`src/adccfg_map.svh`:
```
// register offsets, field positions, defaults and frame bit counts
// assumes a 20 MHz system clock sampling the serial pins
`ifndef ADCCFG_MAP_SVH
`define ADCCFG_MAP_SVH
`define ADCCFG_OFS_PORT_CFG 8'h00
`define ADCCFG_OFS_PART_ID 8'h01
`define ADCCFG_OFS_GRADE 8'h02
`define ADCCFG_OFS_SEL_UPPER 8'h04
`define ADCCFG_OFS_SEL_LOWER 8'h05
`define ADCCFG_OFS_TRANSFER 8'hFF
`define ADCCFG_RST_PORT_CFG 8'h18
`define ADCCFG_RST_GRADE 8'h00
`define ADCCFG_RST_SEL_UPPER 8'h0F
`define ADCCFG_RST_SEL_LOWER 8'h0F
`define ADCCFG_PART_ID_DEF 8'h5A
`define ADCCFG_BIT_LSB_HI 6
`define ADCCFG_BIT_LSB_LO 1
`define ADCCFG_BIT_SRST_HI 5
`define ADCCFG_BIT_SRST_LO 2
`define ADCCFG_GRADE_LSB 4
`define ADCCFG_XFER_GO 8'h01
`define ADCCFG_INSTR_BITS 16
`define ADCCFG_BYTE_BITS 8
`endif

```
`src/adccfg_pkg.sv`:
```
// types for the configuration register bank
// assumes adccfg_map.svh constants
package adccfg_pkg;
   typedef enum logic [1:0] {
      ADCCFG_IDLE,
      ADCCFG_INSTR,
      ADCCFG_DATA
   } adccfg_state_t;
   typedef logic [7:0] adccfg_byte_t;
endpackage

```
`src/adccfg_regs.sv`:
```
// configuration and channel-select registers behind a three-wire serial port
// assumes serial pins synchronous to clk and sclk far slower than clk
//
// Notes on behaviour
// - any reset loads every defined default
// - bit 6 or 1 selects lsb-first shifting
// - bit 5 or 2 requests soft reset
// - mirrored nibbles, fixed bits, default 0x18
// - part identifier read only, fixed value
// - grade field in bits 6 to 4
// - channel bits mask channel-specific writes
// - lower select bits 3:0 channels A-D
// - upper select bits 3:0 channels E-H
// - lower bits 5,4 select clock outputs
// - select writes apply after transfer write 0x01
`timescale 1ns/1ps
`include "adccfg_map.svh"
module adccfg_regs #(
   parameter logic [7:0] PART_ID = `ADCCFG_PART_ID_DEF, // arbitrary value
   parameter logic [2:0] SPEED_GRADE = 3'h0
)(
   input wire logic clk,
   input wire logic rst_n,
   input wire logic sclk,
   input wire logic serial_select_n,
   input wire logic sdio_i,
   output logic sdio_o,
   output logic sdio_oe_n,
   output logic lsb_first,
   output logic soft_reset,
   output logic [7:0] data_channel_sel,
   output logic data_clock_output_sel,
   output logic frame_clock_output_sel,
   output logic [7:0] chan_wr_addr,
   output logic [7:0] chan_wr_data,
   output logic [7:0] chan_wr_mask,
   output logic chan_wr_stb,
   output logic [1:0] clk_wr_mask
);
   import adccfg_pkg::*;

   if (SPEED_GRADE > 3'h7)
   begin : g_grade_check
      $error("speed grade does not fit its field");
   end

   // -------------------------------------------------
   // serial pin edge detection
   // -------------------------------------------------
   logic sclk_q;
   logic rise;
   logic fall;
   always_ff @(posedge clk or negedge rst_n)
   begin
      if (!rst_n)
         sclk_q <= 1'b0;
      else
         sclk_q <= sclk;
   end
   assign rise = sclk & ~sclk_q & ~serial_select_n;
   assign fall = ~sclk & sclk_q & ~serial_select_n;

   // -------------------------------------------------
   // frame decoding
   // -------------------------------------------------
   adccfg_state_t state_q;
   logic [4:0] cnt_q;
   logic [15:0] shift_q;
   logic [15:0] shift_d;
   logic rd_q;
   logic [1:0] len_q;
   logic [2:0] left_q;
   logic [7:0] addr_q;
   logic [7:0] tx_q;
   logic byte_done;
   logic instr_done;
   logic [7:0] rx_byte;
   logic [7:0] rd_val;
   logic wr_stb;
   logic lsb_act_q;
   logic [7:0] rx_rev;
   logic [7:0] addr_rev;
   logic [7:0] rd_rev;

   assign shift_d = {shift_q[14:0], sdio_i};
   // bit reversal kept in plain assigns, not inside wider expressions
   assign rx_rev = {<<{shift_d[7:0]}};
   assign addr_rev = {<<{shift_d[15:8]}};
   assign instr_done = rise && state_q == ADCCFG_INSTR
      && cnt_q == 5'(`ADCCFG_INSTR_BITS - 1);
   assign byte_done = rise && state_q == ADCCFG_DATA
      && cnt_q == 5'(`ADCCFG_BYTE_BITS - 1);
   // lsb-first bytes arrive reversed; swap back before use
   assign rx_byte = lsb_act_q ? rx_rev : shift_d[7:0];
   assign wr_stb = byte_done && !rd_q;

   always_ff @(posedge clk or negedge rst_n)
   begin
      if (!rst_n)
      begin
         state_q <= ADCCFG_IDLE;
         cnt_q <= 5'h0;
         shift_q <= 16'h0000;
         rd_q <= 1'b0;
         len_q <= 2'h0;
         left_q <= 3'h0;
         addr_q <= 8'h00;
      end
      else if (serial_select_n)
      begin
         // a frame cut mid-byte is dropped
         // a stall between bytes keeps the frame; streaming ends here
         state_q <= (state_q == ADCCFG_DATA && cnt_q == 5'h0
            && len_q != 2'h3) ? ADCCFG_DATA : ADCCFG_IDLE;
         cnt_q <= 5'h0;
      end
      else
      begin
         if (state_q == ADCCFG_IDLE)
            state_q <= ADCCFG_INSTR;
         if (rise)
         begin
            shift_q <= shift_d;
            cnt_q <= cnt_q + 5'h1;
            if (instr_done)
            begin
               state_q <= ADCCFG_DATA;
               cnt_q <= 5'h0;
               rd_q <= lsb_act_q ? shift_d[0] : shift_d[15];
               len_q <= lsb_act_q ? {shift_d[1], shift_d[2]}
                  : shift_d[14:13];
               left_q <= lsb_act_q ? {1'b0, shift_d[1], shift_d[2]}
                  : {1'b0, shift_d[14:13]};
               addr_q <= lsb_act_q ? addr_rev : shift_d[7:0];
            end
            else if (byte_done)
            begin
               cnt_q <= 5'h0;
               addr_q <= lsb_act_q ? addr_q + 8'h01 : addr_q - 8'h01;
               if (len_q != 2'h3)
               begin
                  left_q <= left_q - 3'h1;
                  if (left_q == 3'h0)
                     state_q <= ADCCFG_IDLE;
               end
            end
         end
      end
   end

   // -------------------------------------------------
   // shadow and active registers
   // -------------------------------------------------
   adccfg_byte_t port_cfg_q;
   adccfg_byte_t sel_up_sh_q;
   adccfg_byte_t sel_lo_sh_q;
   adccfg_byte_t sel_up_q;
   adccfg_byte_t sel_lo_q;
   logic lsb_sh_q;
   logic srst_sh_q;
   logic xfer;
   logic lsb_wr;
   logic srst_wr;

   assign lsb_wr = rx_byte[`ADCCFG_BIT_LSB_HI]
      | rx_byte[`ADCCFG_BIT_LSB_LO];
   assign srst_wr = rx_byte[`ADCCFG_BIT_SRST_HI]
      | rx_byte[`ADCCFG_BIT_SRST_LO];
   assign xfer = wr_stb && addr_q == `ADCCFG_OFS_TRANSFER
      && rx_byte == `ADCCFG_XFER_GO;

   always_ff @(posedge clk or negedge rst_n)
   begin
      if (!rst_n)
      begin
         lsb_sh_q <= 1'b0;
         srst_sh_q <= 1'b0;
         sel_up_sh_q <= `ADCCFG_RST_SEL_UPPER;
         sel_lo_sh_q <= `ADCCFG_RST_SEL_LOWER;
      end
      else if (soft_reset)
      begin
         lsb_sh_q <= 1'b0;
         srst_sh_q <= 1'b0;
         sel_up_sh_q <= `ADCCFG_RST_SEL_UPPER;
         sel_lo_sh_q <= `ADCCFG_RST_SEL_LOWER;
      end
      else if (wr_stb)
      begin
         unique case (addr_q)
            `ADCCFG_OFS_PORT_CFG:
            begin
               lsb_sh_q <= lsb_wr;
               srst_sh_q <= srst_wr;
            end
            `ADCCFG_OFS_SEL_UPPER: sel_up_sh_q <= {4'h0, rx_byte[3:0]};
            `ADCCFG_OFS_SEL_LOWER: sel_lo_sh_q <= {2'h0, rx_byte[5:0]};
            default: ; // part id and grade ignore writes
         endcase
      end
   end

   // port config bits act at once so the host can resync shift order
   always_ff @(posedge clk or negedge rst_n)
   begin
      if (!rst_n)
      begin
         lsb_act_q <= 1'b0;
         soft_reset <= 1'b0;
      end
      else if (soft_reset)
      begin
         lsb_act_q <= 1'b0;
         soft_reset <= 1'b0; // self clearing after one cycle
      end
      else if (wr_stb && addr_q == `ADCCFG_OFS_PORT_CFG
         && (state_q == ADCCFG_DATA))
      begin
         lsb_act_q <= lsb_wr;
         soft_reset <= srst_wr;
      end
   end

   always_ff @(posedge clk or negedge rst_n)
   begin
      if (!rst_n)
      begin
         sel_up_q <= `ADCCFG_RST_SEL_UPPER;
         sel_lo_q <= `ADCCFG_RST_SEL_LOWER;
      end
      else if (soft_reset)
      begin
         sel_up_q <= `ADCCFG_RST_SEL_UPPER;
         sel_lo_q <= `ADCCFG_RST_SEL_LOWER;
      end
      else if (xfer)
      begin
         sel_up_q <= sel_up_sh_q;
         sel_lo_q <= sel_lo_sh_q;
      end
   end

   // mirrored image: 0 lsb srst 1 1 srst lsb 0
   assign port_cfg_q = {1'b0, lsb_sh_q, srst_sh_q, 2'b11,
      srst_sh_q, lsb_sh_q, 1'b0};
   assign lsb_first = lsb_act_q;
   assign data_channel_sel = {sel_up_q[3:0], sel_lo_q[3:0]};
   assign data_clock_output_sel = sel_lo_q[5];
   assign frame_clock_output_sel = sel_lo_q[4];

   // -------------------------------------------------
   // channel-specific write broadcast
   // -------------------------------------------------
   always_ff @(posedge clk or negedge rst_n)
   begin
      if (!rst_n)
      begin
         chan_wr_stb <= 1'b0;
         chan_wr_addr <= 8'h00;
         chan_wr_data <= 8'h00;
         chan_wr_mask <= 8'h00;
         clk_wr_mask <= 2'h0;
      end
      else
      begin
         chan_wr_stb <= wr_stb && addr_q != `ADCCFG_OFS_TRANSFER
            && addr_q > `ADCCFG_OFS_SEL_LOWER;
         if (wr_stb)
         begin
            chan_wr_addr <= addr_q;
            chan_wr_data <= rx_byte;
            chan_wr_mask <= data_channel_sel;
            clk_wr_mask <= {data_clock_output_sel,
               frame_clock_output_sel};
         end
      end
   end

   // -------------------------------------------------
   // readback
   // -------------------------------------------------
   always_comb
   begin
      unique case (addr_q)
         `ADCCFG_OFS_PORT_CFG: rd_val = port_cfg_q;
         `ADCCFG_OFS_PART_ID: rd_val = PART_ID;
         `ADCCFG_OFS_GRADE: rd_val = {1'b0, SPEED_GRADE, 4'h0};
         `ADCCFG_OFS_SEL_UPPER: rd_val = sel_up_sh_q;
         `ADCCFG_OFS_SEL_LOWER: rd_val = sel_lo_sh_q;
         default: rd_val = 8'h00;
      endcase
   end

   assign rd_rev = {<<{rd_val}};

   always_ff @(posedge clk or negedge rst_n)
   begin
      if (!rst_n)
      begin
         tx_q <= 8'h00;
         sdio_oe_n <= 1'b1;
         sdio_o <= 1'b0;
      end
      else if (serial_select_n || state_q != ADCCFG_DATA || !rd_q)
      begin
         sdio_oe_n <= 1'b1;
         sdio_o <= 1'b0;
         if (state_q == ADCCFG_DATA && rd_q && cnt_q == 5'h0)
            tx_q <= lsb_act_q ? rd_rev : rd_val;
      end
      else if (fall)
      begin
         // drive after falling edge so host samples on rising
         sdio_oe_n <= 1'b0;
         sdio_o <= (cnt_q == 5'h0) ?
            (lsb_act_q ? rd_val[0] : rd_val[7]) : tx_q[7];
         if (cnt_q == 5'h0)
            tx_q <= (lsb_act_q ? rd_rev : rd_val) << 1;
         else
            tx_q <= tx_q << 1;
      end
   end
endmodule // adccfg_regs

```
`config.mk`:
```
export PLATFORM = sky130hd
export DESIGN_NAME = adccfg_regs
export DESIGN_NICKNAME = d
export VERILOG_FILES = /design/src/adccfg_pkg.sv /design/src/adccfg_regs.sv
export VERILOG_INCLUDE_DIRS = /design/src
export SDC_FILE = /design/constraint.sdc
export NUM_CORES = 1
export LEC_CHECK = 0
export BUFFER_PORTS_ARGS = -buffer_cell sky130_fd_sc_hd__buf_2
export CAP_MARGIN = 5
export CELL_PAD_IN_SITES_DETAIL_PLACEMENT = 1
export CELL_PAD_IN_SITES_GLOBAL_PLACEMENT = 1
export CORE_ASPECT_RATIO = 1.2
export CORE_MARGIN = 2
export CORE_UTILIZATION = 47
export DETAILED_ROUTE_END_ITERATION = 12
export GPL_TIMING_DRIVEN = 0
export MAX_ROUTING_LAYER = met4
export PLACE_DENSITY_LB_ADDON = 0.1
export SYNTH_ARGS = -nofsm -noshare
export SYNTH_HDL_FRONTEND = slang
export SYNTH_SLANG_ARGS = --single-unit
```
`constraint.sdc`:
```
create_clock -name clk -period 2.4 [get_ports clk]
set_input_delay 0.48 -clock clk [delete_from_list [all_inputs] [get_ports clk]]
set_output_delay 0.48 -clock clk [all_outputs]
set_load 0.01 [all_outputs]
```
## Word level (Yosys, flattened, before mapping)

Index checks and enable logic that the tools add are counted.

| cells by class | value |
|---|---|
| add/sub/neg operators | 4 |
| order comparisons | 1 |
| equal/unequal tests | 13 |
| mux-type cells | 55 |
| bitwise logic cells | 9 |
| reductions and logical operators | 40 |

Operators with widths:

| kind | number |
|---|---|
| $mux 8 | 16 |
| $pmux 8 s4 | 1 |
| $mux 2 | 10 |
| $mux 5 | 4 |
| $reduce_bool 2->1 | 10 |
| $mux 1 | 17 |
| $eq 8x1->1 const B | 2 |
| $eq 8x3->1 const B | 2 |
| $logic_and 1x1->1 | 15 |
| $mux 6 | 2 |
| $reduce_and 2->1 | 5 |
| $mux 3 | 3 |
| $add 8x1->8 const B | 1 |
| $eq 8x8->1 const B | 1 |
| $gt 8x3->1 const B | 1 |
| $logic_not 8->1 | 1 |
| $mux 4 | 2 |
| $ne 8x8->1 const B | 1 |
| $sub 8x1->8 const B | 1 |
| $reduce_and 3->1 | 2 |
| $add 5x1->5 const B | 1 |
| $eq 5x3->1 const B | 1 |
| $eq 5x4->1 const B | 1 |
| $logic_not 5->1 | 1 |
| other kinds (13) | 21 |

| word-level totals | value |
|---|---|
| flip-flop bits (word level) | 104 |
| input bits | 5 |
| output and inout port bits | 41 |
| logic and storage cells | 146 |

## Depth between registers and ports, before layout

| depth | value |
|---|---|
| word-level depth | 10 |
| depth in mapped cells | 9 |
| mapped depth without buffers | 8 |

## Worst setup path after synthesis

No wires, ideal clock.

| path | value |
|---|---|
| path type | flip-flop to flip-flop |
| start | reg cnt_q[0] |
| end | reg cnt_q[3] |
| setup time | 82 ps |
| data arrival time | 1907 ps |
| required time | 2318 ps |
| path slack | 411 ps |
| stages on the path, launching flop included | 9 |
| path buffers | 0 |
| period minus slack after synthesis | 1989 ps |
| cells stage by stage | dfrtp_1 > ha_1 > and3_1 > ha_1 > nand2_1 > nor3_1 > or2_1 > or4_1 > a31oi_1 |

| on the way | value |
|---|---|
| cells in the longest elaborated chain, start to end | 6 |
| elaborated cells between the ends (all ways) | 9 |
| those cells by class | 1 x add/sub; 2 x eq/ne; 4 x mux; 2 x reduce/logical |

Ends and longest elaborated chain:

| element | RTL line | RTL |
|---|---|---|
| from (decl) | adccfg_regs.sv:67 | `logic [4:0] cnt_q;` |
| from (signal assigned) | adccfg_regs.sv:124 | `cnt_q <= cnt_q + 5'h1;` |
| parallel branches: the longest is 3 deep, another holds $add 5x1->5 | n/a |  |
| $mux 5 * | adccfg_regs.sv:125 | `if (instr_done)` |
| $mux 5 * | adccfg_regs.sv:121 | `if (rise)` |
| $mux 5 * | adccfg_regs.sv:109 | `else if (serial_select_n)` |

Every way passes the cells marked *. The select of a mux whose other input is x is not followed.
A chain may end at the register's enable or synchronous reset.

## Final worst setup path

| path | value |
|---|---|
| start | reg cnt_q[0] |
| end | reg tx_q[2] |

| on the way | value |
|---|---|
| cells in the longest elaborated chain, start to end | 4 |
| elaborated cells between the ends (all ways) | 7 |
| those cells by class | 1 x eq/ne; 3 x mux; 3 x reduce/logical |

Ends and longest elaborated chain:

| element | RTL line | RTL |
|---|---|---|
| $logic_not 5->1 * | adccfg_regs.sv:308, adccfg_regs.sv:317 |  |
| $mux 8 / $logic_and 1x1->1 (equally long branches) | adccfg_regs.sv:317, adccfg_regs.sv:308 |  |
| $mux 8 / $ne 2x1->1 (equally long branches) | n/a |  |
| $mux 8 / $reduce_and 2->1 (equally long branches) | n/a |  |
| to (signal assigned) | adccfg_regs.sv:309 | `tx_q <= lsb_act_q ? rd_rev : rd_val;` |
| to (signal assigned) | adccfg_regs.sv:318 | `tx_q <= (lsb_act_q ? rd_rev : rd_val) << 1;` |
| to (signal assigned) | adccfg_regs.sv:320 | `tx_q <= tx_q << 1;` |
| to (decl) | adccfg_regs.sv:74 | `logic [7:0] tx_q;` |

Mark *: on every way between the ends. The rest lies on a longest branch, timed or not. The select of a mux whose other input is x is not followed.

==> results.cfg <==
[synth]
synth_edf_count = 0
synth_top_family_by_area = simple AND/OR/NAND/NOR gates
synth_fp_nets = 512
synth-compound-area-share_pct = 12.5
synthSimpleGateAreaFrac_pct = 21.6
muxShareOfSynthArea_pct = 8.49
synth_xor_area_share_pct = 1.59
netlist_area_um2 = 4970
synthArstFlopShare_pct = 100
synthFlopType = dfrtp_1
synth-seq-cells = 98
syn_area_per_cell_um2 = 9.97
synthCells = 498
seq_area_frac_synth_pct = 49.8
synth_cell_type_count = 66
yosys_warnings = 0
synthAdderAreaFrac_pct = 2.27

[die]
start_util_pct = 47.7
core_area_um2 = 10400
die_area_um2 = 11400
rows = 41
num_io_pins = 46
die_h_um = 117
die_w_um = 97.8

[route]
drt_iter0_markers = 209
drcViolationCount = 0
routedWlPerCell_um = 19.2
firstDrtPassIters = 4
wl_um = 13300
avgViaCountPerCell = 5.70
vias = 3934
antenna_left = 0

[global_routing]
grt_overflow = 0
antenna_found_initial = 0
first_global_vias = 4063
grt_pass1_wl_um = 21700
grt_max_degree = 52
grt.total_usage_pct = 25.2

[worst_setup_path]
crit_arrival_ns = 2.51
r2r-end = tx_q[2]
r2r_cells = 7
critPathMaxFanout = 7
r2r_start = cnt_q[0]
endpoint = tx_q[2]
cp.required_ns = 2.64
cp-end-kind = flop
crit_start = cnt_q[0]
critical_path_class = flop to flop
start_kind = flop
reg2reg_setup_slack_ns = 0.13

[clock_network]
clk_path_buf_depth = 2
htreeDepth = 3
cts_buffers = 9
clk_latency_ns = 0.36
clkTransAtPathRegs_ns = 0.07
ctsRootBufferMaster = clkbuf_16
cts.sinks = 98
cts_tree = yes

[placed_design]
portBuffers = 45
place_area_um2 = 5380
dp_hpwl_um = 9780
dpl_worst_slack_ns = -0.0283
numPlacedInstances = 673
gp_congestion = 0.910

[layout]
drive_gt1_share_pct = 22.6
mostFrequentLayoutCells = 81 x dfrtp_1, 79 x nand2_1, 53 x buf_2
fillCellCount = 1201
antenna_cells = 0
final_common_cell = dfrtp_1
final_cell_area_um2 = 5670
layout.nets = 570
layout.cells.non_filler = 690
syn_to_final_growth_pct = 14.2

[hold_path]
hold_class = input pin to async pin

[power_and_ir_drop]
power_density_nw_per_um2 = 647
p_total_mw = 3.67
power_leakage_nw = 2.73
vdd_ir_drop_max_mv = 0.374

[sta]
slew_viol_final = 0
relSlewSlack_pct = 56.8
min_period_ns = 2.27
period_share_pct = 94.6
setup_viol = 0
whs_ns = 0.137
setup_ws_ns = 0.129
tightest_slew_ns = 0.648
fin_skew_ns = 0.0106
fmax_mhz = 440
hold_viol_final = 0

[run_status]
status = finished clean

[flow_run]
maxCapViolCount = 0
registers in the layout, summed over array words and instances (netlist names), 2 cells and up:
signal	cells
clk_wr_mask	2
chan_wr_data	8
shift_q	15
state_q	2
sel_up_q	4
len_q	2
chan_wr_mask	8
cnt_q	5
chan_wr_addr	8
tx_q	8
sel_lo_sh_q	6
sel_lo_q	6
left_q	3
sel_up_sh_q	4
addr_q	8
final cells by class:
cell class	count	area [um2]	share of cell area, %
clock buffers	11	233	4.10
flip-flops and latches	98	2470	43.6
inverters	11	41.3	0.728
multi-input cells	358	2310	40.7
plain buffers	30	146	2.58
clock inverters	5	38.8	0.684
repair buffers	48	270	4.76
well taps	129	161	2.85
what timing repair did:
item                                    CTS  global route
gates resized for setup                   1             5
buffers inserted                          0             2
pin swaps                                 0             1
hold buffers                              0             0
endpoints found under the setup margin    4             8
how the worst min path moves through the flow:
| stage | start | endpoint | slack, ns | cells after the start |
|---|---|---|---|---|
| final | rst_n | tx_q[0] | 0.14 | 1 |
| after global routing | rst_n | tx_q[0] | 0.19 | 1 |
| after CTS | rst_n | tx_q[1] | 0.16 | 1 |
| after detailed placement | chan_wr_mask[5] | chan_wr_mask[5] | 0.45 | 2 |
| after global placement | chan_wr_mask[6] | chan_wr_mask[6] | 0.44 | 2 |
| after floorplan | rst_n | addr_q[0] | 0.18 | 0 |
power breakdown:
part | switching [mW] | internal [mW]
combinational | 0.257 | 0.180
sequential | 0.114 | 1.75
clock | 0.661 | 0.710
layer usage:
metal  global-route usage (%)  vias to the layer above  part of all wire, %
li1                         -                     1848                    -
met1                     30.8                     2006                   43
met2                     43.4                       64                   53
met3                     3.47                       16                  2.7
met4                     8.06                        0                  1.5
met5                        -                        -                    0
critical path, cell delays in order, from the launching register on:
cell and delay [ns]:
dfrtp_1 0.43, inv_1 0.08, ha_1 0.16, nor4b_4 0.34
nand4_1 0.31, and2_0 0.25, clkbuf_1 0.20, a221o_1 0.40
per-stage QoR:
stage          TNS, ns  utilization [%]
3_3_place_gp    -10.90             51.4
2_1_floorplan        0                -
6_report             0             54.5
5_1_grt        -0.0203             54.5
3_5_place_dp   -0.0304             51.7
4_1_cts              0             54.3
cell usage after synthesis (6+ instances only):
cell type  count  share of area (%)
dfrtp_1       81                 41
nand2_1       79                6.0
nor2_1        40                3.0
a21oi_1       31                3.1
mux2i_1       23                4.6
clkbuf_1      19                1.4
dfstp_2       17                9.0
mux2_2        17                3.9
o21ai_0       16                1.6
nand2b_1      14                1.8
nor2b_1       14                1.8
inv_1         11               0.83
a211oi_1      10                1.5
buf_2          9               0.91
ha_1           9                2.3
nand3_1        9               0.91
a22oi_1        8                1.2
nand4_1        8                1.0
and3_1         6               0.76
kinds of logic after synthesis:
| family | count (synthesis) |
|---|---|
| AOI/OAI and AO/OA | 95 |
| muxes | 40 |
| and+or+nand+nor | 205 |
| buffers and inverters | 42 |
| DFF | 98 |
| xor gates and xnor gates | 9 |
| adders and majority gates | 9 |
Power figures use the tool's default switching activity.
